$ cat src/include/acle_pkg.sv
// Constants for the add, add-with-carry and AND-literal execution block
package acle_pkg;
   // Opcode top-byte patterns and masks
   localparam logic [7:0] OP_ADD_CARRY_MASK = 8'hfc;
   localparam logic [7:0] OP_ADD_CARRY = 8'h20;
   localparam logic [7:0] OP_ADD_MASK = 8'hfc;
   localparam logic [7:0] OP_ADD = 8'h24;
   localparam logic [7:0] OP_AND_LIT = 8'h0b;
   // Field positions inside the top byte
   localparam int BIT_DEST = 1;
   localparam int BIT_ACCESS = 0;
   // Indexed literal offset limit (f <= 95)
   localparam logic [7:0] IDX_LIMIT = 8'h5f;
   // Access bank split, high bank and address width
   localparam logic [7:0] ACCESS_SPLIT = 8'h60;
   localparam logic [3:0] ACCESS_HIGH_BANK = 4'hf;
   localparam int ADDR_W = 12;
   // Reset values
   localparam logic [7:0] WREG_RESET = 8'h00;
   localparam logic [1:0] PHASE_RESET = 2'h0;
   // Quarter-cycle phases
   typedef enum logic [1:0] {
      ACLE_Q1,
      ACLE_Q2,
      ACLE_Q3,
      ACLE_Q4
   } acle_phase_t;
endpackage

$ cat src/hw/acle_alu.sv
// Byte adder and logic unit with flag generation
`timescale 1ns/1ps
`default_nettype none
module acle_alu
   import acle_pkg::*;
(
   // Operands
   input wire logic [7:0] opA,
   input wire logic [7:0] opB,
   input wire logic carryIn,
   input wire logic doAnd,
   // Results
   output logic [7:0] result,
   output logic negFlag,
   output logic overflowFlag,
   output logic carryFlag,
   output logic digitCarryFlag,
   output logic zeroFlag
);
   logic [4:0] lowSum;
   logic [8:0] fullSum;
   logic [7:0] sum;

   // ==========================================
   // Sum and flags
   always_comb begin
      lowSum = {1'b0, opA[3:0]} + {1'b0, opB[3:0]} + {4'h0, carryIn};
      fullSum = {1'b0, opA} + {1'b0, opB} + {8'h00, carryIn};
      sum = fullSum[7:0];
      result = doAnd ? (opA & opB) : sum;
      negFlag = result[7];
      zeroFlag = (result == 8'h00);
      carryFlag = fullSum[8];
      digitCarryFlag = lowSum[4];
      overflowFlag = (opA[7] == opB[7]) && (sum[7] != opA[7]);
   end
endmodule
`default_nettype wire

$ cat src/hw/acle_exec.sv
// Execution unit for add, add-with-carry and AND-literal instructions
// Behaviour
// - Add-with-carry sums W, file byte and carry; updates N, OV, C, DC, Z.
// - Add-with-carry opcode 0010 00da ffff; d=0 writes W, d=1 writes file.
// - a=0 selects access bank; a=1 uses bank select register.
// - Extended set, a=0, f<=95 uses indexed literal offset addressing.
// - AND-literal opcode 0000 1011 kkkk; ANDs into W; updates N and Z.
// - Q1 decode, Q2 read file, Q3 process, Q4 write destination.
// - Plain add opcode 0010 01da ffff; no carry-in; d and a as above.
`timescale 1ns/1ps
`default_nettype none
module acle_exec
   import acle_pkg::*;
(
   // Clock and reset
   input wire logic clk_sys,
   input wire logic rstn,
   // Instruction in, one word per cycle of four phases
   input wire logic instrValid,
   input wire logic [15:0] instrWord,
   input wire logic extendedSetEn,
   input wire logic [3:0] bank_select_register,
   input wire logic [11:0] fsrTwo,
   // Incoming status flags
   input wire logic carryIn,
   // Data memory port
   output logic [11:0] memAddr,
   output logic memRead,
   input wire logic [7:0] memRdata,
   output logic memWrite,
   output logic [7:0] memWdata,
   // Working register and status out
   output logic [7:0] wreg,
   output logic flagWrite,
   output logic [4:0] flagMask,
   output logic negFlag,
   output logic overflow_flag,
   output logic carryFlag,
   output logic digit_carry_flag,
   output logic zeroFlag,
   output logic [1:0] phase,
   output logic busy
);
   typedef enum logic [1:0] {ACLE_NONE, ACLE_ADD, ACLE_ADDC, ACLE_ANDL} acle_op_t;

   acle_phase_t phase_q;
   acle_op_t op_q;
   logic [15:0] instr_q;
   logic [7:0] operand_q;
   logic [7:0] res_q;
   logic [4:0] flags_q;
   logic active_q;
   logic [7:0] wreg_q;
   logic [7:0] aluRes;
   logic aN, aOv, aC, aDc, aZ;
   logic [11:0] addr_q;
   logic [4:0] mask_q;
   logic destW_q;
   logic carry_q;

   // ==========================================
   // Decode helper
   function automatic acle_op_t decodeOp(input logic [15:0] w);
      if ((w[15:8] & OP_ADD_CARRY_MASK) == OP_ADD_CARRY)
         return ACLE_ADDC;
      else if ((w[15:8] & OP_ADD_MASK) == OP_ADD)
         return ACLE_ADD;
      else if (w[15:8] == OP_AND_LIT)
         return ACLE_ANDL;
      else
         return ACLE_NONE;
   endfunction

   // ==========================================
   // Address formation
   function automatic logic [11:0] formAddr(input logic [15:0] w,
      input logic [3:0] bank, input logic [11:0] base, input logic ext);
      logic [7:0] f;
      f = w[7:0];
      if (w[BIT_ACCESS + 8]) begin
         return {bank, f};
      end else if (ext && f <= IDX_LIMIT) begin
         return base + {4'h0, f};
      end else if (f < ACCESS_SPLIT) begin
         return {4'h0, f};
      end else begin
         return {ACCESS_HIGH_BANK, f};
      end
   endfunction

   // ==========================================
   // Phase sequencer
   always_ff @(posedge clk_sys or negedge rstn) begin
      if (!rstn) begin
         phase_q <= ACLE_Q1;
      end else begin
         phase_q <= acle_phase_t'(phase_q + 2'h1);
      end
   end

   // ==========================================
   // Q1 decode
   always_ff @(posedge clk_sys or negedge rstn) begin
      if (!rstn) begin
         op_q <= ACLE_NONE;
         instr_q <= 16'h0000;
         active_q <= 1'b0;
      end else if (phase_q == ACLE_Q1) begin
         op_q <= instrValid ? decodeOp(instrWord) : ACLE_NONE;
         instr_q <= instrWord;
         active_q <= instrValid && (decodeOp(instrWord) != ACLE_NONE);
      end else if (phase_q == ACLE_Q4) begin
         active_q <= 1'b0;
      end
   end

   // ==========================================
   // Q1 effective address capture
   always_ff @(posedge clk_sys or negedge rstn) begin
      if (!rstn) begin
         addr_q <= 12'h000;
      end else if (phase_q == ACLE_Q1) begin
         addr_q <= formAddr(instrWord, bank_select_register, fsrTwo,
            extendedSetEn);
      end
   end

   // ==========================================
   // Q1 flag mask and destination capture
   always_ff @(posedge clk_sys or negedge rstn) begin
      if (!rstn) begin
         mask_q <= 5'h00;
         destW_q <= 1'b0;
      end else if (phase_q == ACLE_Q1) begin
         mask_q <= (decodeOp(instrWord) == ACLE_ANDL) ? 5'h11 : 5'h1f;
         destW_q <= (decodeOp(instrWord) == ACLE_ANDL)
            || !instrWord[BIT_DEST + 8];
      end
   end

   // ==========================================
   // Q1 carry capture
   always_ff @(posedge clk_sys or negedge rstn) begin
      if (!rstn) begin
         carry_q <= 1'b0;
      end else if (phase_q == ACLE_Q1) begin
         carry_q <= (decodeOp(instrWord) == ACLE_ADDC) && carryIn;
      end
   end

   // ==========================================
   // Q2 operand read
   always_ff @(posedge clk_sys or negedge rstn) begin
      if (!rstn) begin
         operand_q <= 8'h00;
      end else if (phase_q == ACLE_Q2) begin
         operand_q <= (op_q == ACLE_ANDL) ? instr_q[7:0] : memRdata;
      end
   end

   acle_alu u_alu (
      .opA(wreg_q),
      .opB(operand_q),
      .carryIn(carry_q),
      .doAnd(op_q == ACLE_ANDL),
      .result(aluRes),
      .negFlag(aN),
      .overflowFlag(aOv),
      .carryFlag(aC),
      .digitCarryFlag(aDc),
      .zeroFlag(aZ)
   );

   // ==========================================
   // Q3 process
   always_ff @(posedge clk_sys or negedge rstn) begin
      if (!rstn) begin
         res_q <= 8'h00;
         flags_q <= 5'h00;
      end else if (phase_q == ACLE_Q3) begin
         res_q <= aluRes;
         flags_q <= {aN, aOv, aC, aDc, aZ};
      end
   end

   // ==========================================
   // Q4 write working register
   always_ff @(posedge clk_sys or negedge rstn) begin
      if (!rstn) begin
         wreg_q <= WREG_RESET;
      end else if (phase_q == ACLE_Q4 && active_q) begin
         if (destW_q) begin
            wreg_q <= res_q;
         end
      end
   end

   // ==========================================
   // Memory port
   always_comb begin
      memAddr = addr_q;
      memRead = (phase_q == ACLE_Q2) && active_q
         && (op_q != ACLE_ANDL);
      memWrite = (phase_q == ACLE_Q4) && active_q && !destW_q;
      memWdata = res_q;
   end

   // ==========================================
   // Working register and status
   always_comb begin
      flagWrite = (phase_q == ACLE_Q4) && active_q;
      flagMask = mask_q;
      wreg = wreg_q;
      negFlag = flags_q[4];
      overflow_flag = flags_q[3];
      carryFlag = flags_q[2];
      digit_carry_flag = flags_q[1];
      zeroFlag = flags_q[0];
   end

   // ==========================================
   // Sequencer view
   always_comb begin
      phase = phase_q;
      busy = active_q;
   end
endmodule
`default_nettype wire

$ cat config.mk
export PLATFORM = sky130hd
export DESIGN_NAME = acle_exec
export DESIGN_NICKNAME = d
export VERILOG_FILES = /design/src/include/acle_pkg.sv /design/src/hw/acle_alu.sv /design/src/hw/acle_exec.sv
export SDC_FILE = /design/constraint.sdc
export NUM_CORES = 1
export LEC_CHECK = 0
export ABC_AREA = 1
export BUFFER_PORTS_ARGS = -buffer_cell sky130_fd_sc_hd__buf_4
export CORE_MARGIN = 2
export CORE_UTILIZATION = 40
export CTS_CLUSTER_SIZE = 10
export DETAILED_ROUTE_END_ITERATION = 7
export PLACE_DENSITY = 0.65
export SLEW_MARGIN = 30
export SYNTH_ARGS = -nofsm -noshare
export SYNTH_HDL_FRONTEND = slang
export SYNTH_SLANG_ARGS = --single-unit
$ cat constraint.sdc
create_clock -name clk_sys -period 2.9 [get_ports clk_sys]
set_clock_uncertainty 0.2 [all_clocks]
set_input_delay 0.87 -clock clk_sys [delete_from_list [all_inputs] [get_ports clk_sys]]
set_output_delay 0.87 -clock clk_sys [all_outputs]
set_load 0.01 [all_outputs]
# Word level (Yosys, flattened, before mapping)

Cells that the tools add are included.

Input port bits: 45
Output and inout port bits: 44
Register bits after elaboration: 61
Memories kept: 0
Bits in latches: 0
Memory bits (writable): 0
Memory bits (read-only): 0

Order comparisons: 2
Multipliers: 0
Add/subtract/negate cells: 6
Equal/unequal tests: 12
Bitwise logic cells: 1
Reductions and logical operators: 16
Mux-type cells: 13
Shift operators: 0
Divide/modulo/power cells: 0

Operators with widths:

| kind                                                                             | count |
|---|---|
| 12-bit two-way mux                                                               | 3 |
| 8-bit two-way mux                                                                | 2 |
| 12-bit by 8-bit adder with 12-bit output                                         | 1 |
| 6-bit by 4-bit == test with 1-bit output, second input constant                  | 2 |
| 2-bit == test, second input constant                                             | 5 |
| 2-bit two-way mux                                                                | 5 |
| 8-bit by 8-bit adder with 9-bit output                                           | 1 |
| 9-bit by 1-bit adder with 9-bit output                                           | 1 |
| 8-bit AND                                                                        | 1 |
| 8-bit by 4-bit == test with 1-bit output, second input constant                  | 1 |
| 8-bit by 7-bit less-or-equal comparator with 1-bit output, second input constant | 1 |
| 1-bit logical AND                                                                | 8 |
| 8-bit zero test                                                                  | 1 |
| 8-bit by 7-bit less-than comparator with 1-bit output, second input constant     | 1 |
| 4-bit by 4-bit adder with 5-bit output                                           | 1 |
| 5-bit by 1-bit adder with 5-bit output                                           | 1 |
| 4-bit two-way mux                                                                | 1 |
| 2-bit nonzero test                                                               | 2 |
| 2-bit by 1-bit adder with 2-bit output, second input constant                    | 1 |
| 2-bit by 1-bit == test with 1-bit output, second input constant                  | 1 |
| 1-bit zero test                                                                  | 2 |
| 2-bit zero test                                                                  | 1 |
| 1-bit two-way mux                                                                | 2 |
| 2-bit inequality test, second input constant                                     | 1 |
| 4 further kinds                                                                  | 4 |

# Logic depth before layout (Yosys ltp)

Depth after elaboration: 8
Depth in mapped cells: 13

# Modules after synthesis

A second synthesis with hierarchy kept.

Cells, all modules: 483
Area total of the unflattened synthesis: 3,701.0 sq um

By module, submodules not included:

| module    | cells each | area each (sq um) | seq. area each (sq um) | instances |
|---|---|---|---|---|
| acle_exec | 380        | 3,108.0           | 1,451.4                | 1 |
| acle_alu  | 103        | 593.1             | 0.0                    | 1 |

# Least setup slack after synthesis

No wires, ideal clock.

Kind: input to register
From: in instrWord[0]
To: reg addr_q[8] (netlist: memAddr[8])
Arrival: 2.128 ns
Library setup time: 0.073 ns
Stages: 9
Slack: 0.499 ns
Cells stage by stage: ha_1 inv_1 fa_1 o21ai_2 nand2_2 nand2_2 nor2_1 nand3b_1 a21oi_2

Word-level cells in the longest chain between the ends: 4

RTL lines:

| element                                                                                                                                   | line                             | source |
|---|---|---|
| start: declaration                                                                                                                        | acle_exec.sv:20                  | `input wire logic [15:0] instrWord,` |
| 8-bit by 7-bit less-than comparator with 1-bit output / 8-bit by 7-bit less-or-equal comparator with 1-bit output (equally long branches) | acle_exec.sv:84, acle_exec.sv:82 |  |
| 12-bit two-way mux / 1-bit logical AND (equally long branches)                                                                            | acle_exec.sv:84, acle_exec.sv:82 |  |
| 12-bit two-way mux *                                                                                                                      | acle_exec.sv:82                  | `end else if (ext && f <= IDX_LIMIT) begin` |
| 12-bit two-way mux *                                                                                                                      | acle_exec.sv:80                  | `if (w[BIT_ACCESS + 8]) begin` |
| end signal: assignment                                                                                                                    | acle_exec.sv:123                 | `addr_q <= formAddr(instrWord, bank_select_register, fsrTwo,` |
| end: declaration                                                                                                                          | acle_exec.sv:56                  | `logic [11:0] addr_q;` |

Every way passes the cells marked *; elsewhere a longest branch is shown, timed or not.
A chain may end at the register's enable or synchronous reset.

# Worst setup path after layout

From: reg phase_q[1] (netlist: phase[1])
To: out memRead

Word-level cells in the longest chain between the ends: 3

RTL lines:

| element                                  | line             | source |
|---|---|---|
| start: declaration                       | acle_exec.sv:46  | `acle_phase_t phase_q;` |
| start signal: assignment                 | acle_exec.sv:97  | `phase_q <= acle_phase_t'(phase_q + 2'h1);` |
| 2-bit by 1-bit == test with 1-bit output | acle_exec.sv:202 | `memRead = (phase_q == ACLE_Q2) && active_q` |
| 1-bit logical AND                        | acle_exec.sv:202 |  |
| 1-bit logical AND                        | acle_exec.sv:203 | `&& (op_q != ACLE_ANDL);` |
| end: declaration                         | acle_exec.sv:28  | `output logic memRead,` |

Every way passes these cells.

==> results by group <==
Status
  • Status: finished, final reports clean

Critical path
  • Crit path DAT: 1.51 ns
  • CP Capture Type: primary output
  • Delay-heaviest family, CP: flip-flops
  • Buffers and inverters on the worst path: 3
  • Crit-path slowest cell: dfrtp_1
  • R2R Path End: flags_q[0]
  • CP most frequent cell: buf_4
  • Nature of the critical path startpoint: register
  • Reg2reg setup slack: 0.59 ns
  • CP peak stage delay: 0.42 ns
  • Kind of critical path: register to primary output
  • Worst Reg2Reg Path Length in Cells: 12
  • Crit path required time: 1.83 ns
  • Top fanout value on the critical path: 17
  • R2r startpoint: wreg[0]
  • CP Cell Sequence: inv_1 > ha_1 > buf_4 > nand2_1 > nor2_1 > buf_4

Drt
  • Via count: 3,229
  • Routed wire per std cell: 12.9 um
  • Vias/cell: 4.95
  • DRC: 0
  • Final wirelength: 8420 um
  • Router iterations before antenna repair: 5
  • 1st-iter DRT viols: 108
  • Final ANT Viol Nets: 0

Timing
  • Rel. slew slack: 0.509
  • Final setup fails: 0
  • Setup_tns: 0 ns
  • RSZ-0062 raised after global routing: no
  • F_max: 388 MHz
  • Least-Margin Pin Slew: 0.736 ns
  • Min Tclk post-route: 2.58 ns
  • Setup ws final: 0.325 ns
  • Final slew viol count: 0
  • Fin crit share: 0.888
  • Final Hold Fails: 0

Floorplan
  • Vert. Die Dim: 97.0 um
  • Die Area: 9400 sq um
  • CORE AREA: 8300 sq um
  • FP Rows: 33
  • I/O Pins: 89
  • Starting Density: 0.416
  • Chip Width: 97.0 um

CTS
  • Root buf cell: clkbuf_8
  • CTS buffer count: 9
  • CTS H-tree depth: 3
  • Max clock buf depth: 2
  • TritonCTS clock tree: done
  • CTS Hold Bufs: 0
  • Total clock sinks: 57
  • Post-CTS Setup Bufs: 0
  • Clk Latency, worst-skew pair: 0.33 ns
  • PostCTS Resize Cnt: 0
  • CTS clock-pin slew for the worst setup and hold paths: 0.07 ns

Worst hold path
  • Worst min-delay path startpoint: instr_q[2]
  • Hold Path Class: register to register
  • Hold EP: instr_q[2]
  • WHS Path Cells: 2

Logic synthesis
  • Post-synth cell types: 33
  • Syn avg cell area: 7.61 sq um
  • Netlist Area Pre-Place: 3460 sq um
  • Yosys reg bits: 57
  • Gate Count Post-Synth: 454
  • Syn nets: 522
  • Synth warn: 0
  • Sequential element share of the synthesized area: 0.413

Pwr
  • Reg power frac: 0.403
  • Switch Pwr: 573 uW
  • Pleak: 0.00240 uW
  • Combinational Power Share: 0.177
  • VDD IR max: 232 uV
  • Internal power: 1620 uW
  • Switching share of power: 0.261
  • Pwr/cell area: 495 nW/um^2
  • Clock Power Share: 0.420

Placement
  • HPWL after DPL: 6340 um
  • Dpl cells: 636
  • Port bufs: 88
  • Worst slack, placed: 0.261 ns
  • Placer Congestion: 0.887
  • Post-DP Area: 4200 sq um

Layout
  • Area Overhead vs Synth: 28.5%
  • Final Non-Filler Cells: 652
  • Finished Cell Area: 4440 sq um
  • Most frequent cells in the layout: nand2_1, buf_4, dfrtp_1, inv_1, nor2_1
  • Nets: 610
  • Share of cells above drive strength 1: 0.227
  • Commonest non-fill, non-tap cell in the layout: nand2_1
  • Final core occ: 0.535
  • Ant. Diodes: 0

GRT
  • Initial antenna violation count: 0
  • Number of global-route vias before repair: 3,138
  • GRT Total Usage: 0.186
  • Pin count of the biggest net entering global routing: 58
  • Congestion Overflow GR: 0
  • First-pass GRT wire length: 14,300 um

Job
  • Total of max-cap violations: 0
==> worst min-delay path, delay by kind of cell (launching register included) <==
family / cells / cell delay, ns
flops: 1 / 0.34
simple gates: 2 / 0.11
==> how the worst max path moves through the flow <==
| stage | end | cells after the start | from |
|---|---|---|---|
| after floorplan | memAddr[8] | 9 | instrWord[0] |
| after global placement | memAddr[8] | 10 | instrWord[0] |
| after detailed placement | memAddr[8] | 10 | instrWord[0] |
| after CTS | memRead | 6 | phase[1] |
| after global routing | memRead | 6 | phase[1] |
| final | memRead | 6 | phase[1] |
==> power groups by stage <==
stage	Sequential (uW)	Clock (uW)	Combinational (uW)
after global routing	893	983	442
final	886	921	389
after detailed placement	901	0	391
after CTS	886	947	392
after global placement	899	0	387
after floorplan	913	0	199
==> cells by family (layout without fill, tap and decap cells) <==
| logic type | Yosys count | count (layout) | share of synthesized area |
|---|---|---|---|
| muxes | 5 | 5 | 0.0163 |
| buffers and inverters | 73 | 166 | 0.0869 |
| adders and majority gates | 23 | 23 | 0.0898 |
| and+or+nand+nor | 218 | 218 | 0.265 |
| DFF | 57 | 57 | 0.413 |
| xor gates and xnor gates | 5 | 5 | 0.0127 |
| AOI/OAI and AO/OA | 73 | 73 | 0.116 |
==> flip-flops by register name (all words and copies together) (netlist names), 2 cells and up <==
name and count:
wreg 8, memAddr 12, operand_q 8, memWdata 8, flags_q 4, instr_q 8
flagMask 2, phase 2, op_q 2
==> cell type report <==
| cell class | instances | area [sq um] |
|---|---|---|
| clock buffer | 11 | 141 |
| clock inverter | 5 | 103 |
| fill | 812 | 3860 |
| inverter | 58 | 218 |
| multi-input combinational | 324 | 1730 |
| sequential | 57 | 1430 |
| tap | 105 | 131 |
| timing repair buffer | 92 | 691 |
==> through the flow <==
stage	hold WS, ns	power [uW]
3_3_place_gp	0.255	1290
3_5_place_dp	0.268	1290
2_1_floorplan	0.243	1110
5_1_grt	0.301	2320
6_report	0.278	2200
4_1_cts	0.285	2230
==> synthesized netlist by cell type (all sizes together) <==
library cell  instances  share of area
o21a                  2         0.0043
a21o                  1         0.0022
nand4                 8          0.014
fa                    3          0.017
inv                  57          0.062
dfrtp                57           0.41
xor2                  3         0.0076
o21ai                40          0.059
mux2                  5          0.016
nor3b                 1         0.0022
a31oi                 5         0.0091
a21oi                16          0.025
clkinv                1         0.0011
nand3                35          0.051
o22ai                 9          0.016
buf                   8          0.016
xnor2                 2         0.0051
ha                   20          0.072
nor2                 39          0.043
or2                   3         0.0054
nor3                  1         0.0014
nand2               129           0.14
clkbuf                7         0.0076
nand3b                2         0.0043
==> metal layers <==
layer,up-vias,routed length (um),GRT usage
li1,1648,-,-
met1,1484,3920,0.230
met2,86,3990,0.319
met3,11,411,0.0491
met4,0,102,0.0509
met5,-,0,0
No activity file was read; power rests on OpenSTA's default activity.
